--- config.mk ---
export PLATFORM = sky130hd
export DESIGN_NAME = rtt_tamper_cal
export DESIGN_NICKNAME = d
export VERILOG_FILES = /design/src/rtt_tamper_cal.v
export VERILOG_INCLUDE_DIRS = /design/src /design/src/src
export SDC_FILE = /design/constraint.sdc
export NUM_CORES = 1
export LEC_CHECK = 0
export BUFFER_PORTS_ARGS = -buffer_cell sky130_fd_sc_hd__buf_4
export CAP_MARGIN = 20
export CORE_MARGIN = 2
export CORE_UTILIZATION = 57
export DETAILED_ROUTE_END_ITERATION = 8
export PLACE_DENSITY = 0.88
export SLEW_MARGIN = 40
export SYNTH_ARGS = -nofsm -noshare
export SYNTH_HDL_FRONTEND = slang
export SYNTH_SLANG_ARGS = --single-unit
export TNS_END_PERCENT = 20
--- constraint.sdc ---
create_clock -name sys_clk_i -period 2.1 [get_ports sys_clk_i]
set_input_delay 0.21 -clock sys_clk_i [delete_from_list [all_inputs] [get_ports sys_clk_i]]
set_output_delay 0.21 -clock sys_clk_i [all_outputs]
set_load 0.02 [all_outputs]
--- src/rtt_map.vh ---
// register indices, field positions, reset values and counts of the tamper block
`ifndef RTT_MAP_VH
`define RTT_MAP_VH

// register indices (byte address = 4 * index)
`define RTT_IDX_TIME_SECONDS  6'h00
`define RTT_IDX_TIME_MINUTES  6'h01
`define RTT_IDX_TIME_HOURS    6'h02
`define RTT_IDX_DATE_DAY      6'h04
`define RTT_IDX_DATE_MONTH    6'h05
`define RTT_IDX_DATE_YEAR     6'h06
`define RTT_IDX_CONTROL_ONE   6'h08
`define RTT_IDX_CONTROL_TWO   6'h09
`define RTT_IDX_CONTROL_THREE 6'h0A
`define RTT_IDX_CAL_HIGH      6'h2A
`define RTT_IDX_CAL_LOW       6'h2B
`define RTT_IDX_TAMPER_CTL1   6'h2C
`define RTT_IDX_TAMPER_CTL2   6'h2D
`define RTT_IDX_TAMPER_STAT   6'h2E

// power-on reset values
`define RTT_RST_CAL_HIGH      8'h00
`define RTT_RST_CAL_LOW       8'h00
`define RTT_RST_TAMPER_CTL1   8'h00
`define RTT_RST_TAMPER_CTL2   8'h00

// calibration high fields
`define RTT_CAL_ADD_PULSE_BIT 7
`define RTT_CAL_EIGHT_BIT     6
`define RTT_CAL_SIXTEEN_BIT   5
`define RTT_CAL_MINUS_MSB_BIT 0
`define RTT_CAL_HIGH_MASK     8'hE1

// tamper control one fields
`define RTT_T1_POL3_BIT       6
`define RTT_T1_EN3_BIT        5
`define RTT_T1_POL2_BIT       4
`define RTT_T1_EN2_BIT        3
`define RTT_T1_POL1_BIT       2
`define RTT_T1_EN1_BIT        1
`define RTT_T1_IRQ_EN_BIT     0
`define RTT_T1_MASK           8'h7F

// tamper control two fields
`define RTT_T2_PU_DIS_BIT     7
`define RTT_T2_PRCH_HI        6
`define RTT_T2_PRCH_LO        5
`define RTT_T2_FLT_HI         4
`define RTT_T2_FLT_LO         3
`define RTT_T2_FREQ_HI        2
`define RTT_T2_FREQ_LO        0

// calibration window and add-pulse spacing, as powers of two of kernel clock pulses
`define RTT_CAL_WINDOW_BITS   20
`define RTT_ADD_PULSE_BITS    11

// slowest sampling divisor is 2^15
`define RTT_SAMPLE_DIV_BITS   15

// bus answers
`define RTT_RESP_OKAY         2'h0
`define RTT_RESP_SLVERR       2'h2

`endif

--- src/rtt_tamper_cal.v ---
// tamper detection and smooth calibration count of the real-time clock
//
// Decided for this implementation: register access over AXI4-Lite.
`timescale 1ns/1ps
`include "rtt_map.vh"

module rtt_tamper_cal (
  // clock and resets
  input  wire        sys_clk_i,
  input  wire        rst_n_i,
  input  wire        sys_rst_n_i,
  // axi4-lite write address
  input  wire [7:0]  s_axi_awaddr_i,
  input  wire        s_axi_awvalid_i,
  output wire        s_axi_awready_o,
  // axi4-lite write data
  input  wire [31:0] s_axi_wdata_i,
  input  wire [3:0]  s_axi_wstrb_i,
  input  wire        s_axi_wvalid_i,
  output wire        s_axi_wready_o,
  // axi4-lite write response
  output wire [1:0]  s_axi_bresp_o,
  output wire        s_axi_bvalid_o,
  input  wire        s_axi_bready_i,
  // axi4-lite read address
  input  wire [7:0]  s_axi_araddr_i,
  input  wire        s_axi_arvalid_i,
  output wire        s_axi_arready_o,
  // axi4-lite read data
  output wire [31:0] s_axi_rdata_o,
  output wire [1:0]  s_axi_rresp_o,
  output wire        s_axi_rvalid_o,
  input  wire        s_axi_rready_i,
  // status from neighbouring rtc logic
  input  wire        wr_unlocked_i,
  input  wire        recal_pending_flag_i,
  // tamper pins and their weak pull-ups
  input  wire        tamper_pin_one_i,
  input  wire        tamper_pin_two_i,
  input  wire        tamper_pin_three_i,
  output wire [2:0]  pullup_en_o,
  // calendar pulse trimming and interrupt
  output wire        cal_mask_pulse_o,
  output wire        cal_add_pulse_o,
  output wire        tamper_irq_o
);

  // registers kept across system reset
  reg  [7:0]  cal_high_reg;      // add pulse, period bits, minus msb
  reg  [7:0]  cal_low_reg;       // minus count low byte
  reg  [7:0]  tamper_ctl1_reg;   // polarity, enable, irq enable
  reg  [7:0]  tamper_ctl2_reg;   // precharge, filter, rate
  reg  [2:0]  tamper_flag_reg;   // sticky detection flags

  // bus state
  reg         awready_reg;       // address slot free
  reg         wready_reg;        // data slot free
  reg         aw_full_reg;       // address captured
  reg         w_full_reg;        // data captured
  reg  [5:0]  aw_idx_reg;        // captured write index
  reg  [7:0]  w_data_reg;        // captured low byte
  reg         w_lane_reg;        // low byte lane enabled
  reg         bvalid_reg;        // write answer pending
  reg  [1:0]  bresp_reg;         // write answer code
  reg         arready_reg;       // read slot free
  reg         rvalid_reg;        // read answer pending
  reg  [31:0] rdata_reg;         // read data
  reg  [1:0]  rresp_reg;         // read answer code

  // calibration state
  reg  [19:0] cal_cnt_reg;       // position in 2^20 window
  reg         cal_mask_reg;      // masks this kernel pulse
  reg         cal_add_reg;       // inserts an extra pulse

  // tamper sampling state
  reg  [14:0] div_cnt_reg;       // free-running sample divider
  reg  [2:0]  pullup_reg;        // weak pull-up drive
  reg  [3:0]  run_cnt_reg [0:2]; // consecutive active samples
  reg         irq_reg;           // registered interrupt request

  // combinational helpers
  wire        wr_fire;           // captured write performed now
  wire        wr_hit;            // write index is mapped
  wire        wr_allow;          // protection and byte lane let write through
  wire [8:0]  cal_minus_count;   // effective 9-bit minus count
  wire [14:0] div_mask;          // divisor minus one
  wire [14:0] phase;             // position inside sample period
  wire [3:0]  pre_len;           // precharge length in cycles
  wire        sample_tick;       // sample taken this cycle
  wire        precharge_on;      // pull-up phase active
  wire [3:0]  need_cnt;          // samples needed for an event
  wire [2:0]  pin_level;         // pins as sampled
  wire [2:0]  pin_pol;           // per-input active level
  wire [2:0]  pin_en;            // per-input enable
  reg  [2:0]  event_now;         // detection this cycle
  reg  [3:0]  run_next [0:2];    // next run counts
  integer     i;                 // loop index

  // power of two from a small code: 1, 2, 4, 8
  function [3:0] rtt_pow2;
    input [1:0] code;
    begin
      rtt_pow2 = 4'h1 << code;
    end
  endfunction

  // register index mapped in this block
  function rtt_mapped;
    input [5:0] idx;
    begin
      rtt_mapped = (idx == `RTT_IDX_CAL_HIGH) || (idx == `RTT_IDX_CAL_LOW) ||
                   (idx == `RTT_IDX_TAMPER_CTL1) || (idx == `RTT_IDX_TAMPER_CTL2) ||
                   (idx == `RTT_IDX_TAMPER_STAT);
    end
  endfunction

  // output ports straight from flops
  assign s_axi_awready_o  = awready_reg;
  assign s_axi_wready_o   = wready_reg;
  assign s_axi_bvalid_o   = bvalid_reg;
  assign s_axi_bresp_o    = bresp_reg;
  assign s_axi_arready_o  = arready_reg;
  assign s_axi_rvalid_o   = rvalid_reg;
  assign s_axi_rdata_o    = rdata_reg;
  assign s_axi_rresp_o    = rresp_reg;
  assign pullup_en_o      = pullup_reg;
  assign cal_mask_pulse_o = cal_mask_reg;
  assign cal_add_pulse_o  = cal_add_reg;
  assign tamper_irq_o     = irq_reg;

  // write happens once address and data are both held
  assign wr_fire  = aw_full_reg & w_full_reg & ~bvalid_reg;
  assign wr_hit   = rtt_mapped(aw_idx_reg);
  assign wr_allow = wr_unlocked_i & w_lane_reg;

  // effective minus count with forced low bits
  // the period bits clear the low count bits, so a short period
  // never masks a count that its window cannot hold evenly
  assign cal_minus_count = {cal_high_reg[`RTT_CAL_MINUS_MSB_BIT],
    cal_low_reg[7:2],
    cal_low_reg[1] & ~cal_high_reg[`RTT_CAL_EIGHT_BIT],
    cal_low_reg[0] & ~cal_high_reg[`RTT_CAL_EIGHT_BIT]
                   & ~cal_high_reg[`RTT_CAL_SIXTEEN_BIT]};

  // shared sampling settings, one set for all inputs
  assign div_mask = 15'h7FFF >> tamper_ctl2_reg[`RTT_T2_FREQ_HI:`RTT_T2_FREQ_LO];
  assign phase    = div_cnt_reg & div_mask;
  assign sample_tick = (phase == div_mask);
  assign pre_len  = rtt_pow2(tamper_ctl2_reg[`RTT_T2_PRCH_HI:`RTT_T2_PRCH_LO]);
  assign precharge_on = ~tamper_ctl2_reg[`RTT_T2_PU_DIS_BIT] &
    (phase >= (div_mask - {11'h000, pre_len})) & ~sample_tick;
  assign need_cnt = rtt_pow2(tamper_ctl2_reg[`RTT_T2_FLT_HI:`RTT_T2_FLT_LO]);

  // per-input level and enable
  assign pin_level = {tamper_pin_three_i, tamper_pin_two_i, tamper_pin_one_i};
  assign pin_pol   = {tamper_ctl1_reg[`RTT_T1_POL3_BIT],
                      tamper_ctl1_reg[`RTT_T1_POL2_BIT],
                      tamper_ctl1_reg[`RTT_T1_POL1_BIT]};
  assign pin_en    = {tamper_ctl1_reg[`RTT_T1_EN3_BIT],
                      tamper_ctl1_reg[`RTT_T1_EN2_BIT],
                      tamper_ctl1_reg[`RTT_T1_EN1_BIT]};

  // run counters and detection per input
  // the count stops at the filter length, so a pin held active
  // raises one event only; a fresh run is needed for the next one
  // a disabled input is held at zero so enabling it never fires at once
  always @* begin
    event_now = 3'h0;
    for (i = 0; i < 3; i = i + 1) begin
      run_next[i] = run_cnt_reg[i];
      if (!pin_en[i]) begin
        run_next[i] = 4'h0;
      end else if (sample_tick) begin
        if (pin_level[i] == pin_pol[i]) begin
          if (run_cnt_reg[i] < need_cnt) begin
            run_next[i] = run_cnt_reg[i] + 4'h1;
            event_now[i] = (run_cnt_reg[i] + 4'h1 == need_cnt);
          end
        end else begin
          run_next[i] = 4'h0;
        end
      end
    end
  end

  // write channel: capture address and data in either order
  // each slot closes on its own handshake and both reopen only after
  // the answer is taken, so one write at most is in flight
  // a write refused by protection or the byte lane still answers okay
  always @(posedge sys_clk_i or negedge rst_n_i) begin
    if (!rst_n_i) begin
      awready_reg <= 1'b1;
      wready_reg  <= 1'b1;
      aw_full_reg <= 1'b0;
      w_full_reg  <= 1'b0;
      aw_idx_reg  <= 6'h00;
      w_data_reg  <= 8'h00;
      w_lane_reg  <= 1'b0;
      bvalid_reg  <= 1'b0;
      bresp_reg   <= `RTT_RESP_OKAY;
    end else begin
      // address taken
      if (awready_reg && s_axi_awvalid_i) begin
        aw_full_reg <= 1'b1;
        awready_reg <= 1'b0;
        aw_idx_reg  <= s_axi_awaddr_i[7:2];
      end
      // data taken
      if (wready_reg && s_axi_wvalid_i) begin
        w_full_reg <= 1'b1;
        wready_reg <= 1'b0;
        w_data_reg <= s_axi_wdata_i[7:0];
        w_lane_reg <= s_axi_wstrb_i[0];
      end
      // both held: answer
      if (wr_fire) begin
        aw_full_reg <= 1'b0;
        w_full_reg  <= 1'b0;
        bvalid_reg  <= 1'b1;
        bresp_reg   <= wr_hit ? `RTT_RESP_OKAY : `RTT_RESP_SLVERR;
      end
      // answer taken: reopen both slots
      if (bvalid_reg && s_axi_bready_i) begin
        bvalid_reg  <= 1'b0;
        awready_reg <= 1'b1;
        wready_reg  <= 1'b1;
      end
    end
  end

  // register file, cleared by power-on reset only
  // system reset leaves these alone on purpose
  // a flag clear and a new event in one cycle: the event wins, so no
  // tamper is ever lost to a late clear
  always @(posedge sys_clk_i or negedge rst_n_i) begin
    if (!rst_n_i) begin
      cal_high_reg    <= `RTT_RST_CAL_HIGH;
      cal_low_reg     <= `RTT_RST_CAL_LOW;
      tamper_ctl1_reg <= `RTT_RST_TAMPER_CTL1;
      tamper_ctl2_reg <= `RTT_RST_TAMPER_CTL2;
      tamper_flag_reg <= 3'h0;
    end else begin
      // flags: clear by writing one, a new event wins
      if (wr_fire && wr_allow && aw_idx_reg == `RTT_IDX_TAMPER_STAT) begin
        tamper_flag_reg <= (tamper_flag_reg & ~w_data_reg[2:0]) | event_now;
      end else begin
        tamper_flag_reg <= tamper_flag_reg | event_now;
      end
      if (wr_fire && wr_allow) begin
        case (aw_idx_reg)
          `RTT_IDX_CAL_HIGH: begin
            if (!recal_pending_flag_i) begin
              cal_high_reg <= w_data_reg & `RTT_CAL_HIGH_MASK;
            end
          end
          `RTT_IDX_CAL_LOW: begin
            if (!recal_pending_flag_i) begin
              cal_low_reg <= w_data_reg;
            end
          end
          `RTT_IDX_TAMPER_CTL1: begin
            tamper_ctl1_reg <= w_data_reg & `RTT_T1_MASK;
          end
          `RTT_IDX_TAMPER_CTL2: begin
            tamper_ctl2_reg <= w_data_reg;
          end
          default: begin
            cal_low_reg <= cal_low_reg;
          end
        endcase
      end
    end
  end

  // read channel: one cycle from address to data
  // data are taken in the cycle of the address handshake and then
  // stand until the master takes them
  always @(posedge sys_clk_i or negedge rst_n_i) begin
    if (!rst_n_i) begin
      arready_reg <= 1'b1;
      rvalid_reg  <= 1'b0;
      rdata_reg   <= 32'h00000000;
      rresp_reg   <= `RTT_RESP_OKAY;
    end else begin
      if (arready_reg && s_axi_arvalid_i) begin
        arready_reg <= 1'b0;
        rvalid_reg  <= 1'b1;
        rresp_reg   <= rtt_mapped(s_axi_araddr_i[7:2]) ? `RTT_RESP_OKAY
                                                       : `RTT_RESP_SLVERR;
        case (s_axi_araddr_i[7:2])
          `RTT_IDX_CAL_HIGH:    rdata_reg <= {24'h000000, cal_high_reg};
          `RTT_IDX_CAL_LOW:     rdata_reg <= {24'h000000, cal_low_reg};
          `RTT_IDX_TAMPER_CTL1: rdata_reg <= {24'h000000, tamper_ctl1_reg};
          `RTT_IDX_TAMPER_CTL2: rdata_reg <= {24'h000000, tamper_ctl2_reg};
          `RTT_IDX_TAMPER_STAT: rdata_reg <= {29'h0000000, tamper_flag_reg};
          default:              rdata_reg <= 32'h00000000;
        endcase
      end
      // answer taken: accept next read
      if (rvalid_reg && s_axi_rready_i) begin
        rvalid_reg  <= 1'b0;
        arready_reg <= 1'b1;
      end
    end
  end

  // calibration window: mask the first n pulses, add one per 2^11
  // the masked pulses sit at the start of each window; the trimming
  // logic downstream drops every kernel pulse that sees the mask high
  // system reset restarts the window but keeps the count
  always @(posedge sys_clk_i or negedge rst_n_i) begin
    if (!rst_n_i) begin
      cal_cnt_reg  <= 20'h00000;
      cal_mask_reg <= 1'b0;
      cal_add_reg  <= 1'b0;
    end else if (!sys_rst_n_i) begin
      cal_cnt_reg  <= 20'h00000;
      cal_mask_reg <= 1'b0;
      cal_add_reg  <= 1'b0;
    end else begin
      cal_cnt_reg  <= cal_cnt_reg + 20'h00001;
      cal_mask_reg <= (cal_cnt_reg < {11'h000, cal_minus_count});
      cal_add_reg  <= cal_high_reg[`RTT_CAL_ADD_PULSE_BIT] &
                      (cal_cnt_reg[10:0] == 11'h7FF);
    end
  end

  // sampler: divider, pull-up drive, run counters, interrupt
  // the divider runs free; a new rate takes effect at once and may
  // shorten or stretch the period that is running
  // pull-ups are one flop late, so they still stand in the sample cycle
  always @(posedge sys_clk_i or negedge rst_n_i) begin
    if (!rst_n_i) begin
      div_cnt_reg    <= 15'h0000;
      pullup_reg     <= 3'h0;
      run_cnt_reg[0] <= 4'h0;
      run_cnt_reg[1] <= 4'h0;
      run_cnt_reg[2] <= 4'h0;
      irq_reg        <= 1'b0;
    end else if (!sys_rst_n_i) begin
      div_cnt_reg    <= 15'h0000;
      pullup_reg     <= 3'h0;
      run_cnt_reg[0] <= 4'h0;
      run_cnt_reg[1] <= 4'h0;
      run_cnt_reg[2] <= 4'h0;
      irq_reg        <= 1'b0;
    end else begin
      div_cnt_reg    <= div_cnt_reg + 15'h0001;
      pullup_reg     <= {3{precharge_on}};
      run_cnt_reg[0] <= run_next[0];
      run_cnt_reg[1] <= run_next[1];
      run_cnt_reg[2] <= run_next[2];
      irq_reg        <= tamper_ctl1_reg[`RTT_T1_IRQ_EN_BIT] &
                        (|tamper_flag_reg);
    end
  end

endmodule

==> impl_metrics.env <==
export IMPL_grt_max_degree=43
export IMPL_power_switching_mw=1.94
export IMPL_insertion_delay_ns=0.42
export IMPL_overflow=0
export IMPL_cts_buffer_depth=2
export IMPL_routedWlPerCell_um=18.1
export IMPL_cpMaxStageDelayCell="or3_4"
export IMPL_grt_pass1_vias=5462
export IMPL_power_internal_mw=4.98
export IMPL_hp_start="s_axi_awaddr_i[4]"
export IMPL_syn_to_final_growth_pct=20.7
export IMPL_cp_end_kind="register"
export IMPL_cp_data_arrival_time_ns=2.36
export IMPL_yosys_warnings=0
export IMPL_hold_viol=0
export IMPL_grt_usage_pct=26.6
export IMPL_hold_depth=2
export IMPL_core_area_mm2=0.0110
export IMPL_min_period_ns=2.08
export IMPL_synth_edff_count=0
export IMPL_rsz0062_at_grt="yes"
export IMPL_clock_sinks=113
export IMPL_crit_fanout=2
export IMPL_core_rowCount=38
export IMPL_postSynth_asyncResetShare_pct=100
export IMPL_maxSlewViolCount=0
export IMPL_worst_setup_path_type="register to register"
export IMPL_ios=112
export IMPL_synth_top_area_share_pct=42.5
export IMPL_fp_dieH_um=111
export IMPL_yosys_area_share_simple_pct=19.6
export IMPL_die_w_um=111
export IMPL_num_fill_cells=718
export IMPL_io_buffer_count=54
export IMPL_drtPass1Iterations=5
export IMPL_r2r_cells=8
export IMPL_synth_cell_types=59
export IMPL_seq_area_frac_synth_pct=43.7
export IMPL_synth_compound_area_share_pct=11.3
export IMPL_wl_um=15800
export IMPL_fin_nets=822
export IMPL_setup_viol=0
export IMPL_synth_top_family_by_area="simple AND/OR/NAND/NOR gates"
export IMPL_synth_xor_area_share_pct=5.54
export IMPL_max_cap_viol_count=0
export IMPL_status="completed"
export IMPL_power_frac_seq_pct=39.4
export IMPL_timing_fmax_ghz=0.480
export IMPL_synth_adder_area_share_pct=6.57
export IMPL_synth_most_common_cell="dfrtp_1"
export IMPL_final_util_pct=71.2
export IMPL_reg2reg_from="tamper_ctl2_reg[1]"
export IMPL_switching_share_pct=28.1
export IMPL_cts_tree="built"
export IMPL_syn_area_mm2=0.00648
export IMPL_largest_register_ffs=20
export IMPL_worst_slew_pin_slew_ns=0.721
export IMPL_regArea_mm2=0.00283
export IMPL_startpoint_type="register"
export IMPL_gp_congestion=0.862
export IMPL_r2r_slack_ns=0.02
export IMPL_dpl_hpwl_um=10600
export IMPL_timing_final_ws_setup_ns=0.0177
export IMPL_diodes=0
export IMPL_relSlewSlack_pct=51.7
export IMPL_synthCells=641
export IMPL_r2r_end="pullup_en_o[1]"
export IMPL_clk_pin_slew_ns=0.06
export IMPL_antenna_left=0
export IMPL_pwr_share_comb_pct=16.4
export IMPL_synth_common_cells="110 x dfrtp_1, 46 x nand2_1, 34 x ha_1"
export IMPL_crit_path_cell_trace="or3_4, nor2_2, ha_1, o2111a_1, nand4_1, a31oi_2, a221oi_2, a21oi_2"
export IMPL_multi_input_area_mm2=0.00342
export IMPL_p_leak_nw=3.72
export IMPL_grt_pass1_wl_um=26400
export IMPL_antenna_found_initial=0
export IMPL_pre_cts_slack_ns=-0.0997
export IMPL_die_area_mm2=0.0122
export IMPL_htreeDepth=4
export IMPL_drc_errors=0
export IMPL_ir_drop_mv=0.819
export IMPL_synthTopCellsByArea="dfrtp_1 43%, ha_1 6.6%, xnor2_1 3.5%"
export IMPL_synthFlopType="dfrtp_1"
export IMPL_avgViaCountPerCell=6.03
export IMPL_ys_ff_latch=113
export IMPL_drive_above_1_share_pct=21.2
export IMPL_synthMuxAreaShare_pct=6.96
export IMPL_finalCritPeriodShare_pct=99.2
export IMPL_hp_class="input pin to register"
export IMPL_cts_buffers_inserted=17
export IMPL_synth_area_per_cell_um2=10.1
export IMPL_vias=5280
export IMPL_synth_top_area_cell="dfrtp_1"
export IMPL_required_ns=2.38
export IMPL_powerDensity_mw_per_mm2=885
export IMPL_pwr_share_clk_pct=44.2
export IMPL_clockRootBuffer="clkbuf_16"
export IMPL_critPathMaxStageDelay_ns=0.41
export IMPL_whs_endpoint="aw_idx_reg[2]"
export IMPL_initial_core_util_pct=59.0
export IMPL_first_iter_violations=391
export IMPL_setup_tns_ns=0
export IMPL_fin_skew_ns=0.0114
[routing by layer]
metal / GRT usage, % / wire length [um] / vias to the layer above
met5: 0 / 0 / -
met4: 10.5 / 550 / 0
met3: 6.53 / 975 / 57
met2: 46.3 / 8090 / 281
met1: 31.5 / 6200 / 2572
li1: - / - / 2370
[how the worst max path moves through the flow]
stage | start | end | slack [ns] | depth (start not counted)
2_1_floorplan | tamper_ctl2_reg[4] | run_cnt_reg[2] | 0.12 | 8
3_3_place_gp | tamper_ctl2_reg[3] | tamper_flag_reg[0] | 0.02 | 8
3_5_place_dp | tamper_ctl2_reg[3] | tamper_flag_reg[0] | -0.1 | 8
4_1_cts | tamper_ctl2_reg[3] | tamper_flag_reg[2] | -0.009 | 8
5_1_grt | tamper_ctl2_reg[4] | tamper_flag_reg[2] | -0.05 | 8
6_report | tamper_ctl2_reg[1] | pullup_en_o[1] | 0.02 | 8
[layout by cell type (no fill, tap or decap), types with 25 or more instances in the layout]
cell and count:
o21ai_0 29, conb_1 27, ha_1 33, buf_4 75, and2_1 31, nand3_1 29
dfrtp_1 110, xnor2_1 26, nor2_1 25, a21oi_1 28, inv_1 30, nand2_1 45
[logic make-up after synthesis]
logic type,count (synthesis)
other cells,1
compound gates,118
mux,41
flops,113
xor+xnor,41
buf+inv,76
simple gates,217
fa+ha+maj,34
[critical path, delay by kind of cell (launching register included)]
family / cells / cell delay, ns
and+or+nand+nor: 3 / 0.63
DFF: 1 / 0.39
adders and majority gates: 1 / 0.29
AOI/OAI and AO/OA: 4 / 0.65
[area by class of cell]
class                           instances  area share (%)
Tap cell                              140            2.24
Clock inverter                         13            2.35
Inverter                               31            1.49
Clock buffer                           19            5.67
Multi-Input combinational cell        478            43.8
Timing Repair Buffer                   82            8.23
Sequential cell                       113            36.2
[power groups by stage]
stage / Combinational (mW) / Sequential [mW] / Clock (mW)
final: 1.14 / 2.73 / 3.06
after global routing: 1.24 / 2.77 / 3.18
after CTS: 1.09 / 2.71 / 3.07
after detailed placement: 1.03 / 2.75 / 0
after global placement: 0.983 / 2.72 / 0
after floorplan: 0.677 / 2.72 / 0
[stage by stage]
stage / hold WS, ns / area, um2 / total power [mW] / cells
5_1_grt: 0.0131 / 7820 / 7.19 / 876
4_1_cts: 0.0193 / 7730 / 6.87 / 872
3_5_place_dp: 0.195 / 7000 / 3.78 / 833
3_3_place_gp: 0.186 / 7000 / 3.71 / 833
2_1_floorplan: -0.0856 / 6570 / 3.39 / 667
6_report: 0.0247 / 7820 / 6.92 / 876
[timing repair]
item                                    in CTS  in global routing
buffers inserted                             1                  4
endpoints found under the setup margin      11                 15
pin swaps                                    2                  5
gates resized for setup                      7                 14
hold buffers                                 6                  0
endpoints found under the hold margin       35                  0
gates cloned                                 0                  0
No activity file was read; power rests on OpenSTA's default activity.
